==> config.mk <==
export PLATFORM = sky130hd
export DESIGN_NAME = gxc_command_unit
export DESIGN_NICKNAME = d
export VERILOG_FILES = /design/src/verilog/gxc_pkg.sv /design/src/verilog/gxc_gate_if.sv /design/src/verilog/gxc_bit_gate.sv /design/src/verilog/gxc_command_unit.sv
export SDC_FILE = /design/constraint.sdc
export NUM_CORES = 1
export LEC_CHECK = 0
export ABC_AREA = 1
export BUFFER_PORTS_ARGS = -buffer_cell sky130_fd_sc_hd__buf_2
export CELL_PAD_IN_SITES_DETAIL_PLACEMENT = 0
export CELL_PAD_IN_SITES_GLOBAL_PLACEMENT = 1
export CORE_AREA = 2 2 110 192
export CTS_CLUSTER_DIAMETER = 200
export DETAILED_ROUTE_END_ITERATION = 8
export DIE_AREA = 0 0 112 194
export PLACE_DENSITY = 0.84
export SETUP_SLACK_MARGIN = 0.3
export SKIP_LAST_GASP = 1
export SLEW_MARGIN = 10
export SYNTH_ARGS = -nofsm -noshare
export SYNTH_HDL_FRONTEND = slang
export SYNTH_SLANG_ARGS = --single-unit
==> constraint.sdc <==
create_clock -name mclk_in -period 2.78 [get_ports mclk_in]
set_input_delay 0 -clock mclk_in [delete_from_list [all_inputs] [get_ports mclk_in]]
set_output_delay 0 -clock mclk_in [all_outputs]
set_load 0.02 [all_outputs]
==> src/verilog/gxc_pkg.sv <==
// Shared constants and types of the graphics extension command unit.
package gxc_pkg;

   // ****************************************
   // Command opcodes and parameter layout
   // ****************************************
   localparam logic [7:0] GXC_OP_WRITE_GATE = 8'h5a;
   localparam logic [7:0] GXC_OP_RESET_DEFAULT = 8'h00;
   localparam int GXC_CTL_ADDR_WIDEN = 7;
   localparam int GXC_CTL_SYNC_TM = 6;
   localparam int GXC_CTL_STROBE_EN = 5;
   localparam int GXC_CTL_MODE_HI = 4;
   localparam int GXC_CTL_MODE_LO = 3;

   // ****************************************
   // Values after reset
   // ****************************************
   localparam logic [15:0] GXC_GATE_RESET = 16'hffff;
   localparam logic GXC_WIDEN_RESET = 1'b0;
   localparam logic GXC_TM_RESET = 1'b0;
   localparam logic [2:0] GXC_STROBE_RESET = 3'h0;

   // ****************************************
   // Address widths and sync stages
   // ****************************************
   localparam int GXC_AW_MAX = 20;
   localparam int GXC_AW_CHAR_EXT = 15;
   localparam int GXC_AW_MIXED_EXT = 18;
   localparam int GXC_AW_GRAPH_EXT = 20;
   localparam int GXC_AW_WIDEN_BITS = 2;
   localparam int GXC_SYNC_STAGES = 3;

   typedef enum logic [1:0] {
      GXC_DISP_CHAR,
      GXC_DISP_MIXED,
      GXC_DISP_GRAPH
   } gxc_disp_t;

   typedef enum logic [2:0] {
      GXC_STB_LEGACY0,
      GXC_STB_LEGACY1,
      GXC_STB_XFER0,
      GXC_STB_XFER1,
      GXC_STB_XFER2,
      GXC_STB_INHIBIT
   } gxc_strobe_t;

   typedef enum logic [1:0] {
      GXC_CAP_IDLE,
      GXC_CAP_LOW,
      GXC_CAP_HIGH,
      GXC_CAP_CTRL
   } gxc_cap_t;

endpackage : gxc_pkg

==> src/verilog/gxc_gate_if.sv <==
// Interface carrying one drawn word and its masks to the bit gate.
`timescale 1ns/100ps
`default_nettype none
interface gxc_gate_if #(parameter int WIDTH = 16);
   logic [WIDTH-1:0] old_word;
   logic [WIDTH-1:0] new_word;
   logic [WIDTH-1:0] conv_mask;
   logic [WIDTH-1:0] gate_mask;
   logic [WIDTH-1:0] result;

   modport ctrl (output old_word, output new_word, output conv_mask, output gate_mask,
      input result);
   modport gate (input old_word, input new_word, input conv_mask, input gate_mask,
      output result);
endinterface : gxc_gate_if
`default_nettype wire

==> src/verilog/gxc_bit_gate.sv <==
// Bit-wise merge of a drawn word into the old memory word under both masks.
`timescale 1ns/100ps
`default_nettype none
module gxc_bit_gate #(
   parameter int WIDTH = 16
) (
   gxc_gate_if.gate port_if
);
   import gxc_pkg::*;

   initial begin
      if (WIDTH < 1) begin
         $error("gxc_bit_gate: WIDTH must be at least 1");
      end
   end

   // RULE_03 RULE_18 - both masks gate
   always_comb begin
      port_if.result = (port_if.new_word & port_if.conv_mask & port_if.gate_mask)
         | (port_if.old_word & ~(port_if.conv_mask & port_if.gate_mask));
   end
endmodule : gxc_bit_gate
`default_nettype wire

==> src/verilog/gxc_command_unit.sv <==
// Command decode extension: write gate, address widening, sync timing and strobe mode.
`timescale 1ns/100ps
`default_nettype none
// Operation
// RULE_01 - Gate command 0x5a then low, high and control bytes in fixed layout.
// RULE_02 - A 16-bit gate mask exists beside the conventional mask.
// RULE_03 - Gate bit 0 keeps the memory bit unchanged during drawing.
// RULE_04 - Gate bit 1 lets drawing change the bit; reset restores all ones.
// RULE_05 - Reset command drops every gate command setting back to legacy behaviour.
// RULE_06 - Widen bit 0 means legacy addressing without extension.
// RULE_07 - Widen bit 1 adds two address bits, four times the space.
// RULE_08 - While widened, DMA pins carry upper address bits and DMA is off.
// RULE_09 - Widened address is 15, 18 or 20 bits by display mode.
// RULE_10 - Widening also stretches light pen, execute and display start pointers.
// RULE_11 - Every legacy command passes on under its own opcode.
// RULE_12 - Sync timing bit matters only in external sync slave mode.
// RULE_13 - Timing bit 0 clears counters at front porch start as before.
// RULE_14 - Timing bit 1 clears horizontal counter at sync period rising edge.
// RULE_15 - Timing bit 1 in interlace forces the field counter to field one.
// RULE_16 - External source sends only first-field vertical sync in interlace.
// RULE_17 - Strobe bits decode to legacy 0, legacy 1, transfer 0-2, else inhibited.
// RULE_18 - Drawing writes change a bit only when both masks allow.
module gxc_command_unit #(
   parameter int GATE_WIDTH = 16,
   parameter logic [7:0] RESET_OPCODE = gxc_pkg::GXC_OP_RESET_DEFAULT
) (
   input wire logic mclk_in,
   input wire logic resetn_in,
   input wire logic host_wr_in,
   input wire logic host_is_cmd_in,
   input wire logic [7:0] host_byte_in,
   input wire logic draw_valid_in,
   input wire logic [GATE_WIDTH-1:0] draw_old_in,
   input wire logic [GATE_WIDTH-1:0] draw_new_in,
   input wire logic [GATE_WIDTH-1:0] conv_mask_in,
   input wire gxc_pkg::gxc_disp_t display_mode_in,
   input wire logic [gxc_pkg::GXC_AW_MAX-1:0] mem_addr_in,
   input wire logic dma_req_in,
   input wire logic dma_ack_in,
   input wire logic [gxc_pkg::GXC_AW_MAX-1:0] light_pen_position_in,
   input wire logic [gxc_pkg::GXC_AW_MAX-1:0] execute_pointer_in,
   input wire logic [gxc_pkg::GXC_AW_MAX-1:0] display_start_pointer_in,
   input wire logic slave_mode_in,
   input wire logic interlace_in,
   input wire logic external_sync_input_in,
   input wire logic horizontal_sync_period_in,
   input wire logic front_porch_start_in,
   output logic fwd_valid_out,
   output logic fwd_is_cmd_out,
   output logic [7:0] fwd_byte_out,
   output logic draw_done_out,
   output logic [GATE_WIDTH-1:0] draw_word_out,
   output logic [gxc_pkg::GXC_AW_MAX-1:0] vmem_addr_out,
   output logic drq_pin_out,
   output logic dack_pin_out,
   output logic dma_enable_out,
   output logic [gxc_pkg::GXC_AW_MAX-1:0] light_pen_position_out,
   output logic [gxc_pkg::GXC_AW_MAX-1:0] execute_pointer_out,
   output logic [gxc_pkg::GXC_AW_MAX-1:0] display_start_pointer_out,
   output logic [GATE_WIDTH-1:0] gate_mask_out,
   output logic address_widen_enable_out,
   output logic external_sync_timing_select_out,
   output gxc_pkg::gxc_strobe_t strobe_mode_out,
   output logic hcount_clear_out,
   output logic field_force_first_out
);
   import gxc_pkg::*;

   initial begin
      if (GATE_WIDTH != 16) begin
         $error("gxc_command_unit: the gate command carries exactly 16 mask bits");
      end
   end

   // ****************************************
   // State
   // ****************************************
   typedef struct packed {
      gxc_cap_t cap;
      logic [7:0] low_byte;
      logic [GATE_WIDTH-1:0] gate;
      logic widen;
      logic sync_tm;
      logic [2:0] strobe_bits;
      gxc_strobe_t strobe;
      logic [GXC_SYNC_STAGES-1:0] ext_sync;
      logic ext_lvl;
      logic hs_prev;
      logic pend;
      logic pend_tm;
      logic hclr;
      logic field_first;
      logic fwd_v;
      logic fwd_cmd;
      logic [7:0] fwd_byte;
      logic draw_done;
      logic [GATE_WIDTH-1:0] draw_word;
      logic [GXC_AW_MAX-1:0] vaddr;
      logic drq;
      logic dack;
      logic dma_en;
      logic [GXC_AW_MAX-1:0] light_pen_read_cmd;
      logic [GXC_AW_MAX-1:0] exec;
      logic [GXC_AW_MAX-1:0] start;
   } gxc_state_t;

   gxc_state_t st_ff;
   gxc_state_t nxt_st;

   gxc_gate_if #(.WIDTH(GATE_WIDTH)) gate_bus ();

   gxc_bit_gate #(.WIDTH(GATE_WIDTH)) u_gate (
      .port_if(gate_bus.gate)
   );

   assign gate_bus.old_word = draw_old_in;
   assign gate_bus.new_word = draw_new_in;
   assign gate_bus.conv_mask = conv_mask_in;
   assign gate_bus.gate_mask = st_ff.gate;

   // ****************************************
   // Address width helpers
   // ****************************************
   function automatic int addr_width(input gxc_disp_t mode, input logic widen);
      int w;
      case (mode)
         GXC_DISP_CHAR: w = GXC_AW_CHAR_EXT;
         GXC_DISP_MIXED: w = GXC_AW_MIXED_EXT;
         default: w = GXC_AW_GRAPH_EXT;
      endcase
      // RULE_06 RULE_07 - two extra bits
      if (!widen) begin
         w = w - GXC_AW_WIDEN_BITS;
      end
      return w;
   endfunction : addr_width

   function automatic logic [GXC_AW_MAX-1:0] clip(input logic [GXC_AW_MAX-1:0] a,
      input int w);
      logic [GXC_AW_MAX-1:0] m;
      m = '0;
      for (int i = 0; i < GXC_AW_MAX; i++) begin
         m[i] = (i < w);
      end
      return a & m;
   endfunction : clip

   // ****************************************
   // Next state
   // ****************************************
   always_comb begin
      int w;
      logic reset_evt;
      logic ext_rise;
      logic hs_rise;
      logic sync_evt;
      w = 0;
      reset_evt = 1'b0;
      ext_rise = 1'b0;
      hs_rise = 1'b0;
      sync_evt = 1'b0;
      nxt_st = st_ff;
      nxt_st.hclr = 1'b0;
      nxt_st.field_first = 1'b0;
      nxt_st.fwd_v = 1'b0;
      nxt_st.draw_done = 1'b0;

      // The first stage feeds only the second; the filter reads stages two and three.
      nxt_st.ext_sync = {st_ff.ext_sync[GXC_SYNC_STAGES-2:0], external_sync_input_in};
      if (st_ff.ext_sync[1] == st_ff.ext_sync[2]) begin
         nxt_st.ext_lvl = st_ff.ext_sync[2];
      end
      ext_rise = nxt_st.ext_lvl & ~st_ff.ext_lvl;
      nxt_st.hs_prev = horizontal_sync_period_in;
      hs_rise = horizontal_sync_period_in & ~st_ff.hs_prev;

      if (host_wr_in) begin
         if (host_is_cmd_in) begin
            nxt_st.cap = GXC_CAP_IDLE;
            // RULE_01 - gate command opcode
            if (host_byte_in == GXC_OP_WRITE_GATE) begin
               nxt_st.cap = GXC_CAP_LOW;
            end else begin
               // RULE_11 - legacy pass-through
               nxt_st.fwd_v = 1'b1;
               nxt_st.fwd_cmd = 1'b1;
               nxt_st.fwd_byte = host_byte_in;
               if (host_byte_in == RESET_OPCODE) begin
                  reset_evt = 1'b1;
                  // RULE_04 RULE_05 - back to legacy
                  nxt_st.gate = GXC_GATE_RESET;
                  nxt_st.widen = GXC_WIDEN_RESET;
                  nxt_st.sync_tm = GXC_TM_RESET;
                  nxt_st.strobe_bits = GXC_STROBE_RESET;
               end
            end
         end else begin
            case (st_ff.cap)
               GXC_CAP_LOW: begin
                  nxt_st.low_byte = host_byte_in;
                  nxt_st.cap = GXC_CAP_HIGH;
               end
               GXC_CAP_HIGH: begin
                  // RULE_02 - load 16-bit gate
                  nxt_st.gate = {host_byte_in, st_ff.low_byte};
                  nxt_st.cap = GXC_CAP_CTRL;
               end
               GXC_CAP_CTRL: begin
                  // RULE_01 - control byte fields
                  nxt_st.widen = host_byte_in[GXC_CTL_ADDR_WIDEN];
                  nxt_st.sync_tm = host_byte_in[GXC_CTL_SYNC_TM];
                  nxt_st.strobe_bits = {host_byte_in[GXC_CTL_STROBE_EN],
                     host_byte_in[GXC_CTL_MODE_HI], host_byte_in[GXC_CTL_MODE_LO]};
                  nxt_st.cap = GXC_CAP_IDLE;
               end
               default: begin
                  // RULE_11 - legacy parameters
                  nxt_st.fwd_v = 1'b1;
                  nxt_st.fwd_cmd = 1'b0;
                  nxt_st.fwd_byte = host_byte_in;
               end
            endcase
         end
      end

      // RULE_17 - strobe decode
      case (nxt_st.strobe_bits)
         3'h0: nxt_st.strobe = GXC_STB_LEGACY0;
         3'h1: nxt_st.strobe = GXC_STB_LEGACY1;
         3'h4: nxt_st.strobe = GXC_STB_XFER0;
         3'h6: nxt_st.strobe = GXC_STB_XFER1;
         3'h7: nxt_st.strobe = GXC_STB_XFER2;
         default: nxt_st.strobe = GXC_STB_INHIBIT;
      endcase

      // RULE_13 RULE_14 - pending clear resolves
      if (st_ff.pend) begin
         if ((st_ff.pend_tm && hs_rise) || (!st_ff.pend_tm && front_porch_start_in)) begin
            nxt_st.hclr = 1'b1;
            nxt_st.pend = 1'b0;
         end
      end
      // RULE_12 RULE_16 - slave-only events
      sync_evt = slave_mode_in & (ext_rise | reset_evt);
      // A new event outranks the resolve above, so it is never lost.
      if (sync_evt) begin
         nxt_st.pend = 1'b1;
         nxt_st.pend_tm = st_ff.sync_tm;
         // RULE_15 - force first field
         nxt_st.field_first = st_ff.sync_tm & interlace_in;
      end

      // RULE_03 RULE_18 - gated drawing write
      if (draw_valid_in) begin
         nxt_st.draw_word = gate_bus.result;
         nxt_st.draw_done = 1'b1;
      end

      // The width follows the widen bit being registered, so that pins, address and the
      // DMA enable switch over on the same edge as the widen flag itself.
      w = addr_width(display_mode_in, nxt_st.widen);
      // RULE_09 - width by mode
      nxt_st.vaddr = clip(mem_addr_in, w);
      // RULE_08 - pins carry upper bits
      if (nxt_st.widen) begin
         nxt_st.drq = mem_addr_in[w-2];
         nxt_st.dack = mem_addr_in[w-1];
      end else begin
         nxt_st.drq = dma_req_in;
         nxt_st.dack = dma_ack_in;
      end
      nxt_st.dma_en = ~nxt_st.widen;
      // RULE_10 - widened pointers
      nxt_st.light_pen_read_cmd = clip(light_pen_position_in, w);
      nxt_st.exec = clip(execute_pointer_in, w);
      nxt_st.start = clip(display_start_pointer_in, w);
   end

   // ****************************************
   // Registers
   // ****************************************
   always_ff @(posedge mclk_in or negedge resetn_in) begin
      if (!resetn_in) begin
         st_ff <= '0;
         st_ff.cap <= GXC_CAP_IDLE;
         st_ff.gate <= GXC_GATE_RESET;
         st_ff.widen <= GXC_WIDEN_RESET;
         st_ff.sync_tm <= GXC_TM_RESET;
         st_ff.strobe_bits <= GXC_STROBE_RESET;
         st_ff.strobe <= GXC_STB_LEGACY0;
         st_ff.dma_en <= 1'b1;
      end else begin
         st_ff <= nxt_st;
      end
   end

   assign fwd_valid_out = st_ff.fwd_v;
   assign fwd_is_cmd_out = st_ff.fwd_cmd;
   assign fwd_byte_out = st_ff.fwd_byte;
   assign draw_done_out = st_ff.draw_done;
   assign draw_word_out = st_ff.draw_word;
   assign vmem_addr_out = st_ff.vaddr;
   assign drq_pin_out = st_ff.drq;
   assign dack_pin_out = st_ff.dack;
   assign dma_enable_out = st_ff.dma_en;
   assign light_pen_position_out = st_ff.light_pen_read_cmd;
   assign execute_pointer_out = st_ff.exec;
   assign display_start_pointer_out = st_ff.start;
   assign gate_mask_out = st_ff.gate;
   assign address_widen_enable_out = st_ff.widen;
   assign external_sync_timing_select_out = st_ff.sync_tm;
   assign strobe_mode_out = st_ff.strobe;
   assign hcount_clear_out = st_ff.hclr;
   assign field_force_first_out = st_ff.field_first;
endmodule : gxc_command_unit
`default_nettype wire

== Word level (Yosys, flattened, before mapping) ==
Index checks and enable logic that the tools add are counted.

* Output and inout bits: 133
* Register bits: 153
* Input bits: 150

* Bitwise operators: 19
* Equal/unequal tests: 13
* Reductions and logical operators: 16
* Add/sub/neg operators: 3
* Muxes and demuxes: 35
* $lt $le $gt $ge: 22

{| class="wikitable"
|+ Operators by type and width
! cell !! number
|-
| $lt A5 B32 Y1 const A || 8
|-
| $lt A4 B32 Y1 const A || 4
|-
| $lt A6 B32 Y1 const A || 4
|-
| $and A20 B20 Y20 || 4
|-
| $and A16 B16 Y16 || 4
|-
| $lt A3 B32 Y1 const A || 2
|-
| $lt A32 B7 Y1 const B || 2
|-
| $sub A32 B3 Y32 const B || 2
|-
| $mux W21 || 3
|-
| $mux W10 || 4
|-
| $lt A1 B32 Y1 const A || 1
|-
| $lt A2 B32 Y1 const A || 1
|-
| $mux W32 || 1
|-
| $sub A32 B2 Y32 const B || 1
|-
| $mux W17 || 1
|-
| $mux W16 || 1
|-
| $not A16 Y16 || 1
|-
| $or A16 B16 Y16 || 1
|-
| $mux W1 || 15
|-
| $pmux W3 S5 || 1
|-
| $bmux W1 S5 || 2
|-
| $mux W5 || 2
|-
| $pmux W5 S2 || 1
|-
| $eq A3 B3 Y1 const B || 3
|-
| 24 further kinds || 39
|}

== Depth between registers and ports, before layout ==
* Depth after elaboration: 11
* Mapped depth: 19
* Gate-level depth less buffers: 18

== By module ==
From an unflattened synthesis, not the netlist that was laid out.

* Cells, all modules: 764
* Area, all modules: 7049.3 um^2

{| class="wikitable"
|+ Modules (own cells, without submodules)
! module !! area an instance (um^2) !! sequential area each (um^2) !! cells an instance !! times used
|-
| gxc_command_unit || 6789.0 || 3849.9 || 700 || 1
|-
| gxc_bit_gate || 260.2 || 0.0 || 64 || 1
|}

== Worst setup path after synthesis ==
No wires, ideal clock.

* Kind: register to register
* From: register st_ff[151] (netlist name)
* To: register st_ff (netlist bit dack_pin_out)
* Path buffers: 1
* Cell stages (with the launch flop): 20
* Path slack: 513 ps
* Arrival time: 2149 ps
* Clock period less this slack: 2267 ps
* Setup time: 118 ps
* Cell sequence: dfrtp_1 -> nand2_1 -> inv_1 -> nand2_2 -> nand2_1 -> o21ai_4 -> nand2_4 -> nand2_4 -> nand2_2 -> ha_1 -> clkbuf_1 -> a21oi_1 -> o21ai_0 -> o21ai_0 -> nor2_1 -> nor2_1 -> o21ai_1 -> nand2_1 -> a21oi_1 -> nor2_1

{| class="wikitable"
|+ RTL lines
! item !! RTL line !! text
|-
| start: declaration || gxc_command_unit.sv:107 || <nowiki>gxc_state_t st_ff;</nowiki>
|-
| start signal: assignment || gxc_command_unit.sv:293 || <nowiki>st_ff <= nxt_st;</nowiki>
|}

==> out/results.txt <==
LEAKAGE - 4.98 nW
io pins - 283
Final Max Slew Viols - 0
cell taking the most area after synthesis - dfrtp_1
Setup crit end kind - flip-flop
total CTS buffers - 17
Post-synth EDFFs - 0
register area - 3850 µm²
final critical-path required period - 2.27 ns
count of final setup violators - 0
initial antenna violation count - 1
Detailed Route WL - 18900 µm
sw frac - 32.9%
synth unique cells - 33
complex-gate fraction of the synthesized area - 11.3%
clock share of power - 29.7%
Avg Inst Size Synth - 9.28 µm²
Tot GR Track Use - 17.6%
clk_skew - 0.00674 ns
Async SR Flop Fraction - 100%
HP Class - input port to flip-flop
worst-case reg-to-reg path depth - 15
I/O Buffers - 282
Root Buffer - clkbuf_16
largest net degree at the start of global routing - 84
reg2reg setup slack - 0.51 ns
startpoint types - flip-flop
GPL Wtd Cong - 0.926
WHS Endpoint - st_ff[152]
row count - 69
Reg power frac - 40.3%
Int Pwr - 0.00507 W
CTS tree - done
grt ovf - 0
total power draw - 0.00755 W
register area share after synthesis - 55.4%
period utilisation layout - 81.7%
unrepaired setup endpoints after global routing - no
Pwr Density - 779 nW/µm²
Clock Path Buffers - 2
Clock Pin Slew Worst Setup and Hold Paths - 0.06 ns
die span in y - 194 µm
htree depth - 4
Crit. Startpoint - st_ff[151]
CP required - 3.13 ns
Post-route DRC - 0
Area growth syn-to-layout - 39.4%
CP Max Fanout - 7
Sw Pwr - 0.00248 W
maximum clock rate - 440 MHz
combinational power share - 30.0%
fin nets - 1173
Critical R2R Capture - dack_pin_out
CP arrival - 2.62 ns
top cells by count, synth - dfrtp_1, buf_4, inv_1
worst r2r src - st_ff[151]
worst hold path depth - 4
Antenna Violating Nets Remaining - 0
Layout fillers - 1893
Die Wd - 112 µm
most frequent cell after synthesis - dfrtp_1
routed via count - 5659
first drt pass iteration count - 4
Starting Density - 34.4%
Vias per Instance - 4.42
mux cell area share after synthesis - 0.432%
hold path start - host_is_cmd_in
Fin Setup TNS - 0 ns
Synth warnings - 0
final hold violations - 0
syn nets - 902
Synth Cell Area - 6950 µm²
slew of the pin with the lowest slew margin - 0.789 ns
dpl hpwl - 13200 µm
outcome - finished, final reports clean
synth top area cells - dfrtp_1, buf_4, dfstp_2, a21oi_1, inv_1
Multi-input gate area - 1640 µm²
# clock sinks - 153
largest family of logic cells by synthesized area - buffers and inverters
vias in the first global route - 5967
worst ir drop on vdd - 0.447 mV
max capacitance violation total - 0
XOR/XNOR share of the synthesized area - 0%
number of synthesized register bits - 153
area of the die - 21700 µm²
WL per Instance - 14.7 µm
kind of critical path - flip-flop to flip-flop
initial DRC count - 164
Synth Area in Simple Gates - 10.5%
Synth Flop Type - dfrtp_1
Post-Synthesis Cells - 749
layout cells sized above 1 - 35.2%
wire length of the first global-routing pass - 30000 µm
post-synthesis adder-cell area fraction - 0.684%
slew margin rel. - 47.4%
area share of the largest cell type after synthesis - 48.9%
core area - 20200 µm²
worst skew pair latency - 0.42 ns
-- how the worst max path moves through the flow --
stage                         endpoint  cells after the start
after detailed placement  dack_pin_out                     18
final                     dack_pin_out                     15
after global routing      dack_pin_out                     18
after global placement    dack_pin_out                     18
after floorplan           dack_pin_out                     19
after CTS                 dack_pin_out                     17
-- cell families (layout without fill, tap and decap cells) --
group / Yosys count / count (layout)
buffers and inverters: 275 / 558
AND/OR/NAND/NOR: 168 / 168
flip-flops: 153 / 153
AO/OA/AOI/OAI: 146 / 146
adder cells (fa/ha/maj): 4 / 4
multiplexers: 3 / 3
other: 0 / 1
-- timing repair --
item	4_1_cts	5_1_grt
buffers inserted	0	5
resized for setup	0	12
endpoints found under the hold margin	203	0
hold buffers	148	0
endpoints found under the setup margin	0	1
-- metal layers --
metal | part of all wire (%) | track usage (%) | vias up
li1 | - | - | 2754
met2 | 57 | 33.2 | 186
met4 | 3.5 | 8.63 | 0
met5 | 0 | 0 | -
met3 | 5.0 | 4.25 | 41
met1 | 35 | 17.8 | 2678
-- cells in the final DEF (no fill, tap or decap), types with 4 or more instances in the layout --
cell type and count:
buf_2 280, dlygate4sd3_1 148, dfrtp_1 136, inv_1 79
nor2_1 77, a21oi_1 69, nand2_1 57, o21ai_0 47
o22ai_1 17, nand3_1 17, clkbuf_16 17, dfstp_2 17
buf_4 10, inv_2 6, o21ai_1 4, clkinv_2 4
-- power groups by stage --
stage               sequential (W)  combinational [W]  clock [W]
finish                     0.00304            0.00226    0.00225
detailed placement         0.00308            0.00195          0
global placement           0.00307            0.00193          0
global route               0.00311            0.00251    0.00241
CTS                        0.00304            0.00221    0.00233
floorplan                  0.00305            0.00161          0
-- flip-flops by register name, summed over array words and instances, names as in the netlist, 2 cells and up --
register,flops
display_start_pointer_out,20
st_ff,18
vmem_addr_out,20
execute_pointer_out,20
fwd_byte_out,8
strobe_mode_out,3
nxt_st,2
draw_word_out,16
gate_mask_out,16
light_pen_position_out,20
-- area by class of cell --
class / instances / share of cell area, %
flip-flops and latches: 153 / 39.7
clock buffers: 23 / 4.93
multi-input cells: 321 / 16.9
well taps: 248 / 3.20
inverters: 85 / 3.29
clock inverters: 8 / 0.981
diodes: 1 / 0.0258
repair buffers: 442 / 31.0
-- stage by stage --
| stage | util [%] | hold WS [ns] | instance area [µm²] | std cells | worst slack [ns] |
|---|---|---|---|---|---|
| floorplan | - | -0.296 | 6950 | 749 | 0.513 |
| global placement | 37.4 | 0.0890 | 7550 | 1096 | 0.416 |
| detailed placement | 37.4 | 0.109 | 7550 | 1096 | 0.353 |
| CTS | 47.6 | 0.0512 | 9610 | 1275 | 0.344 |
| global route | 48.0 | 0.0625 | 9690 | 1281 | 0.295 |
| finish | 48.0 | 0.0625 | 9690 | 1281 | 0.509 |
-- worst max-delay path, stage by stage, from the launching register on --
cell and delay [ns]:
dfrtp_1 0.38, nand2_1 0.06, inv_1 0.08, nand2_2 0.10
o21ai_4 0.21, nand2_4 0.11, nand2_8 0.10, nand2_4 0.08
ha_4 0.30, clkbuf_2 0.15, o21ai_0 0.08, o21ai_0 0.19
o211ai_1 0.12, nand2_1 0.08, a21oi_1 0.06, nor2_1 0.10
No activity file was read; power rests on OpenSTA's default activity.
